$ cat src/lcbu_pkg.sv
// Package for the loop and conditional branch unit: constants and encodings.
// Assumes a 16-bit program address space and eight 16-bit auxiliary registers.
package lcbu_pkg;
   localparam int unsigned ADDR_W    = 16;
   localparam int unsigned AUX_N     = 8;
   localparam int unsigned PTR_W     = 3;
   localparam int unsigned ACC_W     = 32;
   localparam logic [15:0] PC_RESET  = 16'h0000;
   localparam logic [15:0] PC_STEP2  = 16'h0002;
   localparam logic [15:0] AUX_DEC   = 16'h0001;
   localparam logic [15:0] AUX_ZERO  = 16'h0000;
   // Cycle costs with zero-wait program memory
   localparam logic [2:0]  CYC_TAKEN = 3'h4;
   localparam logic [2:0]  CYC_FALL  = 3'h2;
   localparam logic [2:0]  CYC_DELAY = 3'h2;
   localparam logic [1:0]  SLOT_WORDS = 2'h2;
   // Opcode selector
   typedef enum logic [1:0] {
      LCBU_OP_LOOP   = 2'h0,
      LCBU_OP_LOOPD  = 2'h1,
      LCBU_OP_COND   = 2'h2,
      LCBU_OP_CONDD  = 2'h3
   } lcbu_op_e;
   // Auxiliary modify modes
   typedef enum logic [1:0] {
      LCBU_MOD_DEC  = 2'h0,
      LCBU_MOD_NONE = 2'h1,
      LCBU_MOD_INC  = 2'h2
   } lcbu_mod_e;
   // Condition mask bit positions (zero, less, overflow, carry)
   localparam int unsigned M_Z = 3;
   localparam int unsigned M_L = 2;
   localparam int unsigned M_V = 1;
   localparam int unsigned M_C = 0;
endpackage : lcbu_pkg

$ cat src/lcbu_cond_eval.sv
// Condition evaluator for the conditional branch.
// Assumes flag inputs are already in the core clock domain.
`timescale 1ns/1ps
`default_nettype none
module lcbu_cond_eval (
   input  wire logic [31:0] main_sum_reg_i,
   input  wire logic [3:0]  cond_select_mask_i,
   input  wire logic [3:0]  cond_value_i,
   input  wire logic [1:0]  pin_flag_select_i,
   input  wire logic        flag_value_i,
   input  wire logic        carry_i,
   input  wire logic        signed_range_flag_i,
   input  wire logic        test_result_flag_i,
   input  wire logic        branch_input_pin_i,
   output logic             met_o
);
   logic zero;
   logic neg;
   logic ok_z;
   logic ok_l;
   logic ok_v;
   logic ok_c;
   logic ok_p;
   always_comb begin
      zero = (main_sum_reg_i == 32'h0000_0000);
      neg  = main_sum_reg_i[31];
      // Z and L combine: Z+L=LEQ, Z+!L=GEQ, !Z+L=LT, !Z+!L=GT, as a pair
      ok_z = 1'b1;
      ok_l = 1'b1;
      if (cond_select_mask_i[lcbu_pkg::M_Z] && cond_select_mask_i[lcbu_pkg::M_L]) begin
         ok_z = cond_value_i[lcbu_pkg::M_Z] ? (cond_value_i[lcbu_pkg::M_L] ? (zero | neg)
                                                                         : (zero | !neg))
                                           : (cond_value_i[lcbu_pkg::M_L] ? neg
                                                                         : (!zero & !neg));
      end else if (cond_select_mask_i[lcbu_pkg::M_Z]) begin
         ok_z = (zero == cond_value_i[lcbu_pkg::M_Z]);
      end else if (cond_select_mask_i[lcbu_pkg::M_L]) begin
         ok_l = (neg == cond_value_i[lcbu_pkg::M_L]);
      end
      ok_v = !cond_select_mask_i[lcbu_pkg::M_V]
             || (signed_range_flag_i == cond_value_i[lcbu_pkg::M_V]);
      ok_c = !cond_select_mask_i[lcbu_pkg::M_C]
             || (carry_i == cond_value_i[lcbu_pkg::M_C]);
      // 0: none, 1: test flag, 2: pin low; pin and flag are exclusive by encoding
      unique case (pin_flag_select_i)
         2'h1:    ok_p = (test_result_flag_i == flag_value_i);
         2'h2:    ok_p = !branch_input_pin_i;
         default: ok_p = 1'b1;
      endcase
      met_o = ok_z & ok_l & ok_v & ok_c & ok_p;
   end
endmodule : lcbu_cond_eval
`default_nettype wire

$ cat src/lcbu_top.sv
// Loop and conditional branch unit: decision, program counter and aux update.
// Assumes the fetch pipeline presents a decoded two-word branch with its
// second word, and counts delay-slot words back through slot_word_i.
`timescale 1ns/1ps
`default_nettype none
module lcbu_top #(
   parameter int unsigned AUX_N = lcbu_pkg::AUX_N
) (
   input  wire logic        clk_i,
   input  wire logic        nrst_i,
   input  wire logic        ce_i,
   input  wire logic        issue_i,
   input  wire logic [1:0]  op_i,
   input  wire logic [15:0] target_i,
   input  wire logic [2:0]  aux_pointer_i,
   input  wire logic [1:0]  aux_mod_i,
   input  wire logic        in_repeat_i,
   input  wire logic [31:0] main_sum_reg_i,
   input  wire logic [3:0]  cond_select_mask_i,
   input  wire logic [3:0]  cond_value_i,
   input  wire logic [1:0]  pin_flag_select_i,
   input  wire logic        flag_value_i,
   input  wire logic        carry_i,
   input  wire logic        signed_range_flag_i,
   input  wire logic        test_result_flag_i,
   input  wire logic        branch_input_pin_i,
   input  wire logic        slot_word_i,
   input  wire logic        aux_wr_i,
   input  wire logic [2:0]  aux_wr_sel_i,
   input  wire logic [15:0] aux_wr_data_i,
   output logic [15:0]      program_counter_o,
   output logic             busy_o,
   output logic             flush_o,
   output logic             taken_o,
   output logic             not_repeatable_o,
   output logic [15:0]      aux_register_o
);
   typedef enum logic [3:0] {
      LCBU_IDLE  = 4'b0001,
      LCBU_FLUSH = 4'b0010,
      LCBU_SLOT  = 4'b0100,
      LCBU_DONE  = 4'b1000
   } lcbu_state_e;

   typedef struct packed {
      lcbu_state_e             st;
      logic [2:0]              cyc;
      logic [1:0]              slots;
      logic                    take;
      logic [15:0]             tgt;
      logic [15:0]             pc;
      logic [AUX_N-1:0][15:0]  aux;
      logic                    busy;
      logic                    flush;
      logic                    taken;
      logic                    norep;
      logic [15:0]             aux_out;
      logic [2:0]              pin_sync;
      logic                    pin;
   } lcbu_state_s;

   lcbu_state_s r;
   lcbu_state_s next_r;
   logic        rst_m;
   logic        rst_n;
   logic        met;

   function automatic logic [15:0] lcbu_modify(input logic [15:0] v, input logic [1:0] m);
      unique case (m)
         lcbu_pkg::LCBU_MOD_NONE: lcbu_modify = v;
         lcbu_pkg::LCBU_MOD_INC:  lcbu_modify = 16'(v + lcbu_pkg::AUX_DEC);
         default:                 lcbu_modify = 16'(v - lcbu_pkg::AUX_DEC);
      endcase
   endfunction : lcbu_modify

   always_ff @(posedge clk_i or negedge nrst_i) begin
      if (!nrst_i) begin
         rst_m <= 1'b0;
         rst_n <= 1'b0;
      end else begin
         rst_m <= 1'b1;
         rst_n <= rst_m;
      end
   end

   lcbu_cond_eval u_cond (
      .main_sum_reg_i      (main_sum_reg_i),
      .cond_select_mask_i  (cond_select_mask_i),
      .cond_value_i        (cond_value_i),
      .pin_flag_select_i   (pin_flag_select_i),
      .flag_value_i        (flag_value_i),
      .carry_i             (carry_i),
      .signed_range_flag_i (signed_range_flag_i),
      .test_result_flag_i  (test_result_flag_i),
      .branch_input_pin_i  (r.pin),
      .met_o               (met)
   );

   always_comb begin
      logic        is_loop;
      logic        is_dly;
      logic        go;
      logic [15:0] cur;
      is_loop = 1'b0;
      is_dly  = 1'b0;
      go      = 1'b0;
      cur     = r.aux[aux_pointer_i];
      next_r  = r;
      // Pin from outside: three stages, change accepted when last two agree
      next_r.pin_sync = {r.pin_sync[1:0], branch_input_pin_i};
      if (r.pin_sync[2] == r.pin_sync[1]) begin
         next_r.pin = r.pin_sync[2];
      end
      next_r.flush = 1'b0;
      next_r.norep = 1'b0;
      if (aux_wr_i) begin
         next_r.aux[aux_wr_sel_i] = aux_wr_data_i;
      end
      unique case (r.st)
         LCBU_IDLE: begin
            if (issue_i && in_repeat_i) begin
               next_r.norep = 1'b1;
            end else if (issue_i) begin
               is_loop = (op_i == lcbu_pkg::LCBU_OP_LOOP) || (op_i == lcbu_pkg::LCBU_OP_LOOPD);
               is_dly  = (op_i == lcbu_pkg::LCBU_OP_LOOPD) || (op_i == lcbu_pkg::LCBU_OP_CONDD);
               // Decision fixed at issue so slot words cannot alter it
               go = is_loop ? (cur != lcbu_pkg::AUX_ZERO) : met;
               if (is_loop) begin
                  next_r.aux[aux_pointer_i] = lcbu_modify(cur, aux_mod_i);
               end
               next_r.take  = go;
               next_r.tgt   = target_i;
               next_r.busy  = 1'b1;
               next_r.taken = 1'b0;
               next_r.slots = 2'h0;
               if (is_dly) begin
                  next_r.st  = LCBU_SLOT;
                  next_r.cyc = lcbu_pkg::CYC_DELAY;
                  next_r.pc  = 16'(r.pc + lcbu_pkg::PC_STEP2);
               end else if (go) begin
                  next_r.st    = LCBU_FLUSH;
                  next_r.cyc   = lcbu_pkg::CYC_TAKEN;
                  next_r.flush = 1'b1;
               end else begin
                  next_r.st  = LCBU_DONE;
                  next_r.cyc = lcbu_pkg::CYC_FALL;
               end
            end
         end
         LCBU_FLUSH: begin
            next_r.cyc = 3'(r.cyc - 3'h1);
            // Redirect one cycle early so the done cycle is the last of the taken cost
            if (r.cyc == 3'(lcbu_pkg::CYC_TAKEN - 3'h1)) begin
               next_r.pc    = r.tgt;
               next_r.taken = 1'b1;
               next_r.st    = LCBU_DONE;
            end
         end
         LCBU_SLOT: begin
            if (r.cyc > 3'h1) begin
               next_r.cyc = 3'(r.cyc - 3'h1);
            end
            if (slot_word_i) begin
               next_r.slots = 2'(r.slots + 2'h1);
               next_r.pc    = 16'(r.pc + 16'h0001);
            end
            if (r.slots == lcbu_pkg::SLOT_WORDS) begin
               // Both slot words done: now redirect if taken
               if (r.take) begin
                  next_r.pc    = r.tgt;
                  next_r.taken = 1'b1;
               end
               next_r.busy = 1'b0;
               next_r.st   = LCBU_IDLE;
            end
         end
         LCBU_DONE: begin
            if (!r.take) begin
               next_r.pc = 16'(r.pc + lcbu_pkg::PC_STEP2);
            end
            next_r.busy = 1'b0;
            next_r.st   = LCBU_IDLE;
         end
         default: next_r.st = LCBU_IDLE;
      endcase
      next_r.aux_out = next_r.aux[aux_pointer_i];
   end

   always_ff @(posedge clk_i or negedge rst_n) begin
      if (!rst_n) begin
         r     <= '0;
         r.st  <= LCBU_IDLE;
         r.pc  <= lcbu_pkg::PC_RESET;
         // Pin stages start at the idle high level: no false pin low after reset
         r.pin_sync <= '1;
         r.pin      <= 1'b1;
      end else if (ce_i) begin
         r <= next_r;
      end
   end

   assign program_counter_o = r.pc;
   assign busy_o            = r.busy;
   assign flush_o           = r.flush;
   assign taken_o           = r.taken;
   assign not_repeatable_o  = r.norep;
   assign aux_register_o    = r.aux_out;

   a_loop_taken_pc: assert property (@(posedge clk_i) disable iff (!rst_n)
      (ce_i && r.st == LCBU_IDLE && issue_i && !in_repeat_i
       && op_i == lcbu_pkg::LCBU_OP_LOOP && r.aux[aux_pointer_i] != lcbu_pkg::AUX_ZERO)
      |=> (r.flush && r.tgt == $past(target_i)) ##2 (r.taken && r.pc == r.tgt))
      else $error("loop branch did not reach target");
   a_delay_step: assert property (@(posedge clk_i) disable iff (!rst_n)
      (ce_i && r.st == LCBU_IDLE && issue_i && !in_repeat_i
       && (op_i == lcbu_pkg::LCBU_OP_LOOPD || op_i == lcbu_pkg::LCBU_OP_CONDD))
      |=> (r.st == LCBU_SLOT && !r.flush
           && r.pc == 16'($past(r.pc) + lcbu_pkg::PC_STEP2)))
      else $error("delayed branch did not step past its two words");
   a_fall_through_cost: assert property (@(posedge clk_i) disable iff (!rst_n)
      (ce_i && r.st == LCBU_IDLE && issue_i && !in_repeat_i
       && op_i == lcbu_pkg::LCBU_OP_COND && !met)
      |=> (r.st == LCBU_DONE && !r.flush))
      else $error("untaken branch did not go to done");
   a_taken_flush: assert property (@(posedge clk_i) disable iff (!rst_n)
      (ce_i && r.st == LCBU_IDLE && issue_i && !in_repeat_i
       && op_i == lcbu_pkg::LCBU_OP_COND && met)
      |=> (r.flush && r.st == LCBU_FLUSH))
      else $error("taken branch did not flush");
   a_aux_decrement: assert property (@(posedge clk_i) disable iff (!rst_n)
      (ce_i && r.st == LCBU_IDLE && issue_i && !in_repeat_i && !aux_wr_i
       && op_i == lcbu_pkg::LCBU_OP_LOOP && aux_mod_i == 2'h0)
      |=> (r.aux[$past(aux_pointer_i)] == 16'($past(r.aux[aux_pointer_i]) - 16'h0001)))
      else $error("aux register not decremented");
   a_repeat_refused: assert property (@(posedge clk_i) disable iff (!rst_n)
      (ce_i && r.st == LCBU_IDLE && issue_i && in_repeat_i)
      |=> (r.norep && r.st == LCBU_IDLE && !r.busy))
      else $error("branch accepted under repeat");
   a_delay_no_flush: assert property (@(posedge clk_i) disable iff (!rst_n)
      (r.st == LCBU_SLOT) |-> !r.flush)
      else $error("delayed branch flushed slot words");
   a_delay_stable: assert property (@(posedge clk_i) disable iff (!rst_n)
      (r.st == LCBU_SLOT && $past(r.st) == LCBU_SLOT) |-> $stable(r.take))
      else $error("delayed decision changed");
   a_target_load: assert property (@(posedge clk_i) disable iff (!rst_n)
      $rose(r.taken) |-> (r.pc == r.tgt))
      else $error("program counter not at target");
endmodule : lcbu_top
`default_nettype wire
$ cat config.mk
export PLATFORM = sky130hd
export DESIGN_NAME = lcbu_top
export DESIGN_NICKNAME = d
export VERILOG_FILES = /design/src/lcbu_pkg.sv /design/src/lcbu_cond_eval.sv /design/src/lcbu_top.sv
export SDC_FILE = /design/constraint.sdc
export NUM_CORES = 1
export LEC_CHECK = 0
export ABC_CLOCK_PERIOD_IN_PS = 7800
export CAP_MARGIN = 25
export CORE_MARGIN = 2
export CORE_UTILIZATION = 63
export DETAILED_ROUTE_END_ITERATION = 10
export DONT_BUFFER_PORTS = 1
export PLACE_DENSITY_LB_ADDON = 0.25
export SLEW_MARGIN = 20
export SYNTH_ARGS = -nofsm -noshare
export SYNTH_HDL_FRONTEND = slang
export SYNTH_SLANG_ARGS = --single-unit
$ cat constraint.sdc
create_clock -name clk_i -period 7.8 [get_ports clk_i]
set_clock_uncertainty 0.15 [all_clocks]
set_input_delay 1.56 -clock clk_i [delete_from_list [all_inputs] [get_ports clk_i]]
set_output_delay 1.56 -clock clk_i [all_outputs]
set_load 0.02 [all_outputs]
==> flow_summary.yaml <==
route:
  drtPass1Iterations: 8
  routed_via_density: 7.64
  wire_per_inst_microns: 27.9
  drtIter0Drc: 2598
  finalWirelength_microns: 55600
  vias: 15200
  ant_nets: 0
  route.detailed.drc: 0
synth:
  synth-seq-area-share: 0.342
  synthFlopType: "dfrtp_1"
  synthArstFlopShare: 1.00
  yosysWarnings: 0
  syn_nets: 1948
  synthMuxAreaShare: 0.0700
  synth_area_per_cell_sq_um: 7.86
  synth-seq-cells: 196
  yosys.area_share.xor_xnor: 0.0182
  synth.distinct_cells: 84
  synth_top_family_by_area: "compound AO/OA/AOI/OAI gates"
  synth_compound_area_frac: 0.278
  netlist_instances: 1827
  syn-cell-area_sq_mm: 0.0144
  synthAdderAreaFrac: 0.0223
  synth_edf_count: 0
  yosys.area_share.simple: 0.193
critical_path:
  path_class: "input port to flop"
  worst-endpoint-arrival_ns: 5.67
  regToRegStartpoint: "r[109]"
  critPathLaunch: "aux_pointer_i[0]"
  critPathMaxStageDelay_ns: 0.69
  critPathMostFrequentCell: "a21oi_1"
  cpMaxStageDelayCell: "nor2b_1"
  critPathLaunchType: "input port"
  crit_fanout: 41
  cp_cell_sequence: "nor2b_1 -> a21oi_1 -> o221ai_1 -> ha_1 -> a21oi_1 -> o211ai_1 -> a221o_1 -> a31oi_1 -> xor2_1 -> mux2i_1 -> or2_2 -> a21oi_1 -> a41oi_1"
  required_ns: 7.95
  worst_setup_path_end_kind: "flop"
timing:
  rsz0062_at_grt: "no"
  hold-worst-slack_ns: 0.214
  slew_violations: 0
  finalHoldViolations: 0
  worst_slew_pin_slew_ns: 1.18
  max_freq_ghz: 0.181
  fin_tns_setup_ns: 0
  slew_headroom: 0.209
  fin_crit_sh: 0.707
  min_period_ns: 5.51
  final-setup-viol-count: 0
run:
  maxCapViolations: 0
power_and_ir_drop:
  power_leakage_nw: 5.93
  total_power_w: 0.00414
  pwr_density_cell_mw_per_mm2: 281
  peakVddDrop_mv: 0.165
worst_hold_path:
  worstHoldStart: "rst_m"
  hp-class: "flop to flop"
floorplanning:
  boundaryPins: 132
  core_region_area_sq_mm: 0.0225
  fp.dieH_microns: 155
  rows: 55
  die-area_sq_mm: 0.0240
  die_w_microns: 155
  start_util: 0.638
cts:
  clockRootBuffer: "clkbuf_16"
  htreeDepth: 4
  clkTransAtPathRegs_ns: 0.08
  clk_path_buf_depth: 2
  numCtsBuffers: 17
  hold_buffers: 0
  cts_sinks: 196
  cts_resized: 0
  clk_latency_ns: 0.46
  cts_tree: "built"
  postCtsSetupRepairBufs: 0
outcome:
  status: "completed"
grt:
  grt_usage: 0.459
  antenna_found_initial: 2
  grt_pass1_wl_microns: 84000
  grt_max_degree: 188
  grt_pass1_vias: 14100
  overflow: 0
placed_design:
  dp_hpwl_microns: 34500
  io_buffers: 0
  dpl.cell_count: 1961
  gp_congestion: 0.996
final_layout:
  area_growth_pct: 2.69
  instances_no_fill: 1995
  fin_nets: 1817
  drive_gt1_frac: 0.0907
critical path, delay by kind of cell:
family / cells / cell delay [ns]
AOI/OAI and AO/OA: 8 / 1.74
xor gates and xnor gates: 1 / 0.39
adders and majority gates: 1 / 0.44
muxes: 1 / 0.41
and+or+nand+nor: 2 / 1.10
cell families after synthesis:
group	after synthesis
flops	196
mux	80
buf+inv	232
other cells	1
fa+ha+maj	25
simple gates	640
compound gates	624
xor+xnor	29
cells in the mapped netlist, types with 11 or more instances:
cell type  instances  area (sq um)
o211ai_1          12          90.1
a21o_1            14           105
buf_2             31           155
buf_1             18          67.6
xor2_1            12           105
nand2b_1          13          81.3
nand3_1           34           170
mux2_2            30           338
inv_1             40           150
a221oi_1          15           131
o2bb2ai_1         21           184
ha_1              24           300
nor4_1            25           156
nand4_1           12          75.1
xnor2_1           16           140
mux4_2            13           293
o21ai_0           69           345
clkbuf_1         100           375
nor2b_1           14          87.6
nor2_1           165           619
nor3_1            18          90.1
o21ai_1           11          55.1
a21oi_1          145           726
buf_4             35           263
a31oi_1          124           776
nand2_1          321          1200
o22ai_1          113           707
mux2i_1           36           360
dfrtp_1          191          4780
worst paths after layout:
check,endpoint,slack [ns],depth (start not counted)
max,aux_register_o[13],2.29,13
min in group asynchronous,r[178],0.28,0
min,rst_n,0.21,0
min reg2reg,rst_n,0.21,0
max reg2reg,aux_register_o[13],3.28,12
max in group asynchronous,r[57],5.98,1
metal layers:
| metal | share of wire | routed length, microns | global-route usage |
|---|---|---|---|
| met2 | 0.40 | 22400 | 0.623 |
| met3 | 0.18 | 9760 | 0.218 |
| met1 | 0.36 | 19900 | 0.600 |
| met5 | 0 | 0 | 0 |
| met4 | 0.064 | 3560 | 0.253 |
power by group:
part	switching, W	internal (W)
Clock	0.000479	0.000463
Combinational	0.000914	0.000574
Sequential	0.000378	0.00133
Total	0.00177	0.00237
stage by stage:
| step | instance area [sq um] | worst slack (ns) | utilization |
|---|---|---|---|
| 3_3_place_gp | 14100 | 2.07 | 0.627 |
| 3_5_place_dp | 14100 | 2.01 | 0.628 |
| 4_1_cts | 14700 | 2.47 | 0.655 |
| 2_1_floorplan | 14400 | 1.79 | - |
| 6_report | 14800 | 2.29 | 0.656 |
| 5_1_grt | 14700 | 2.25 | 0.655 |
area by class of cell:
class	count	area [sq um]
Timing Repair Buffer	41	320
Inverter	41	154
Multi-Input combinational cell	1399	8400
Sequential cell	196	4910
Antenna cell	1	2.50
Fill cell	1893	7750
Clock buffer	17	425
Tap cell	285	357
Clock inverter	15	183
registers in the layout, summed over array words and instances (netlist names):
register,flops
r,156
program_counter_o,16
aux_register_o,16
not_repeatable_o,1
rst_n,1
busy_o,1
rst_m,1
taken_o,1
next_r,2
flush_o,1
cell usage in the layout, fill, tap and decap left out, types with 14 or more instances in the layout:
master | synthesis | routed
o22ai_1 | 113 | 113
dfrtp_1 | 191 | 190
a21o_1 | 14 | 14
clkbuf_16 | 0 | 17
a21oi_1 | 145 | 145
mux2_2 | 30 | 30
a221oi_1 | 15 | 15
buf_4 | 35 | 39
inv_1 | 40 | 40
nand2_1 | 321 | 321
nor2_1 | 165 | 165
nor3_1 | 18 | 14
nand3_1 | 34 | 34
o2bb2ai_1 | 21 | 21
nor4_1 | 25 | 25
mux2i_1 | 36 | 36
xnor2_1 | 16 | 16
o21ai_0 | 69 | 69
ha_1 | 24 | 24
a31oi_1 | 124 | 124
(Power assumes the default switching activity.)
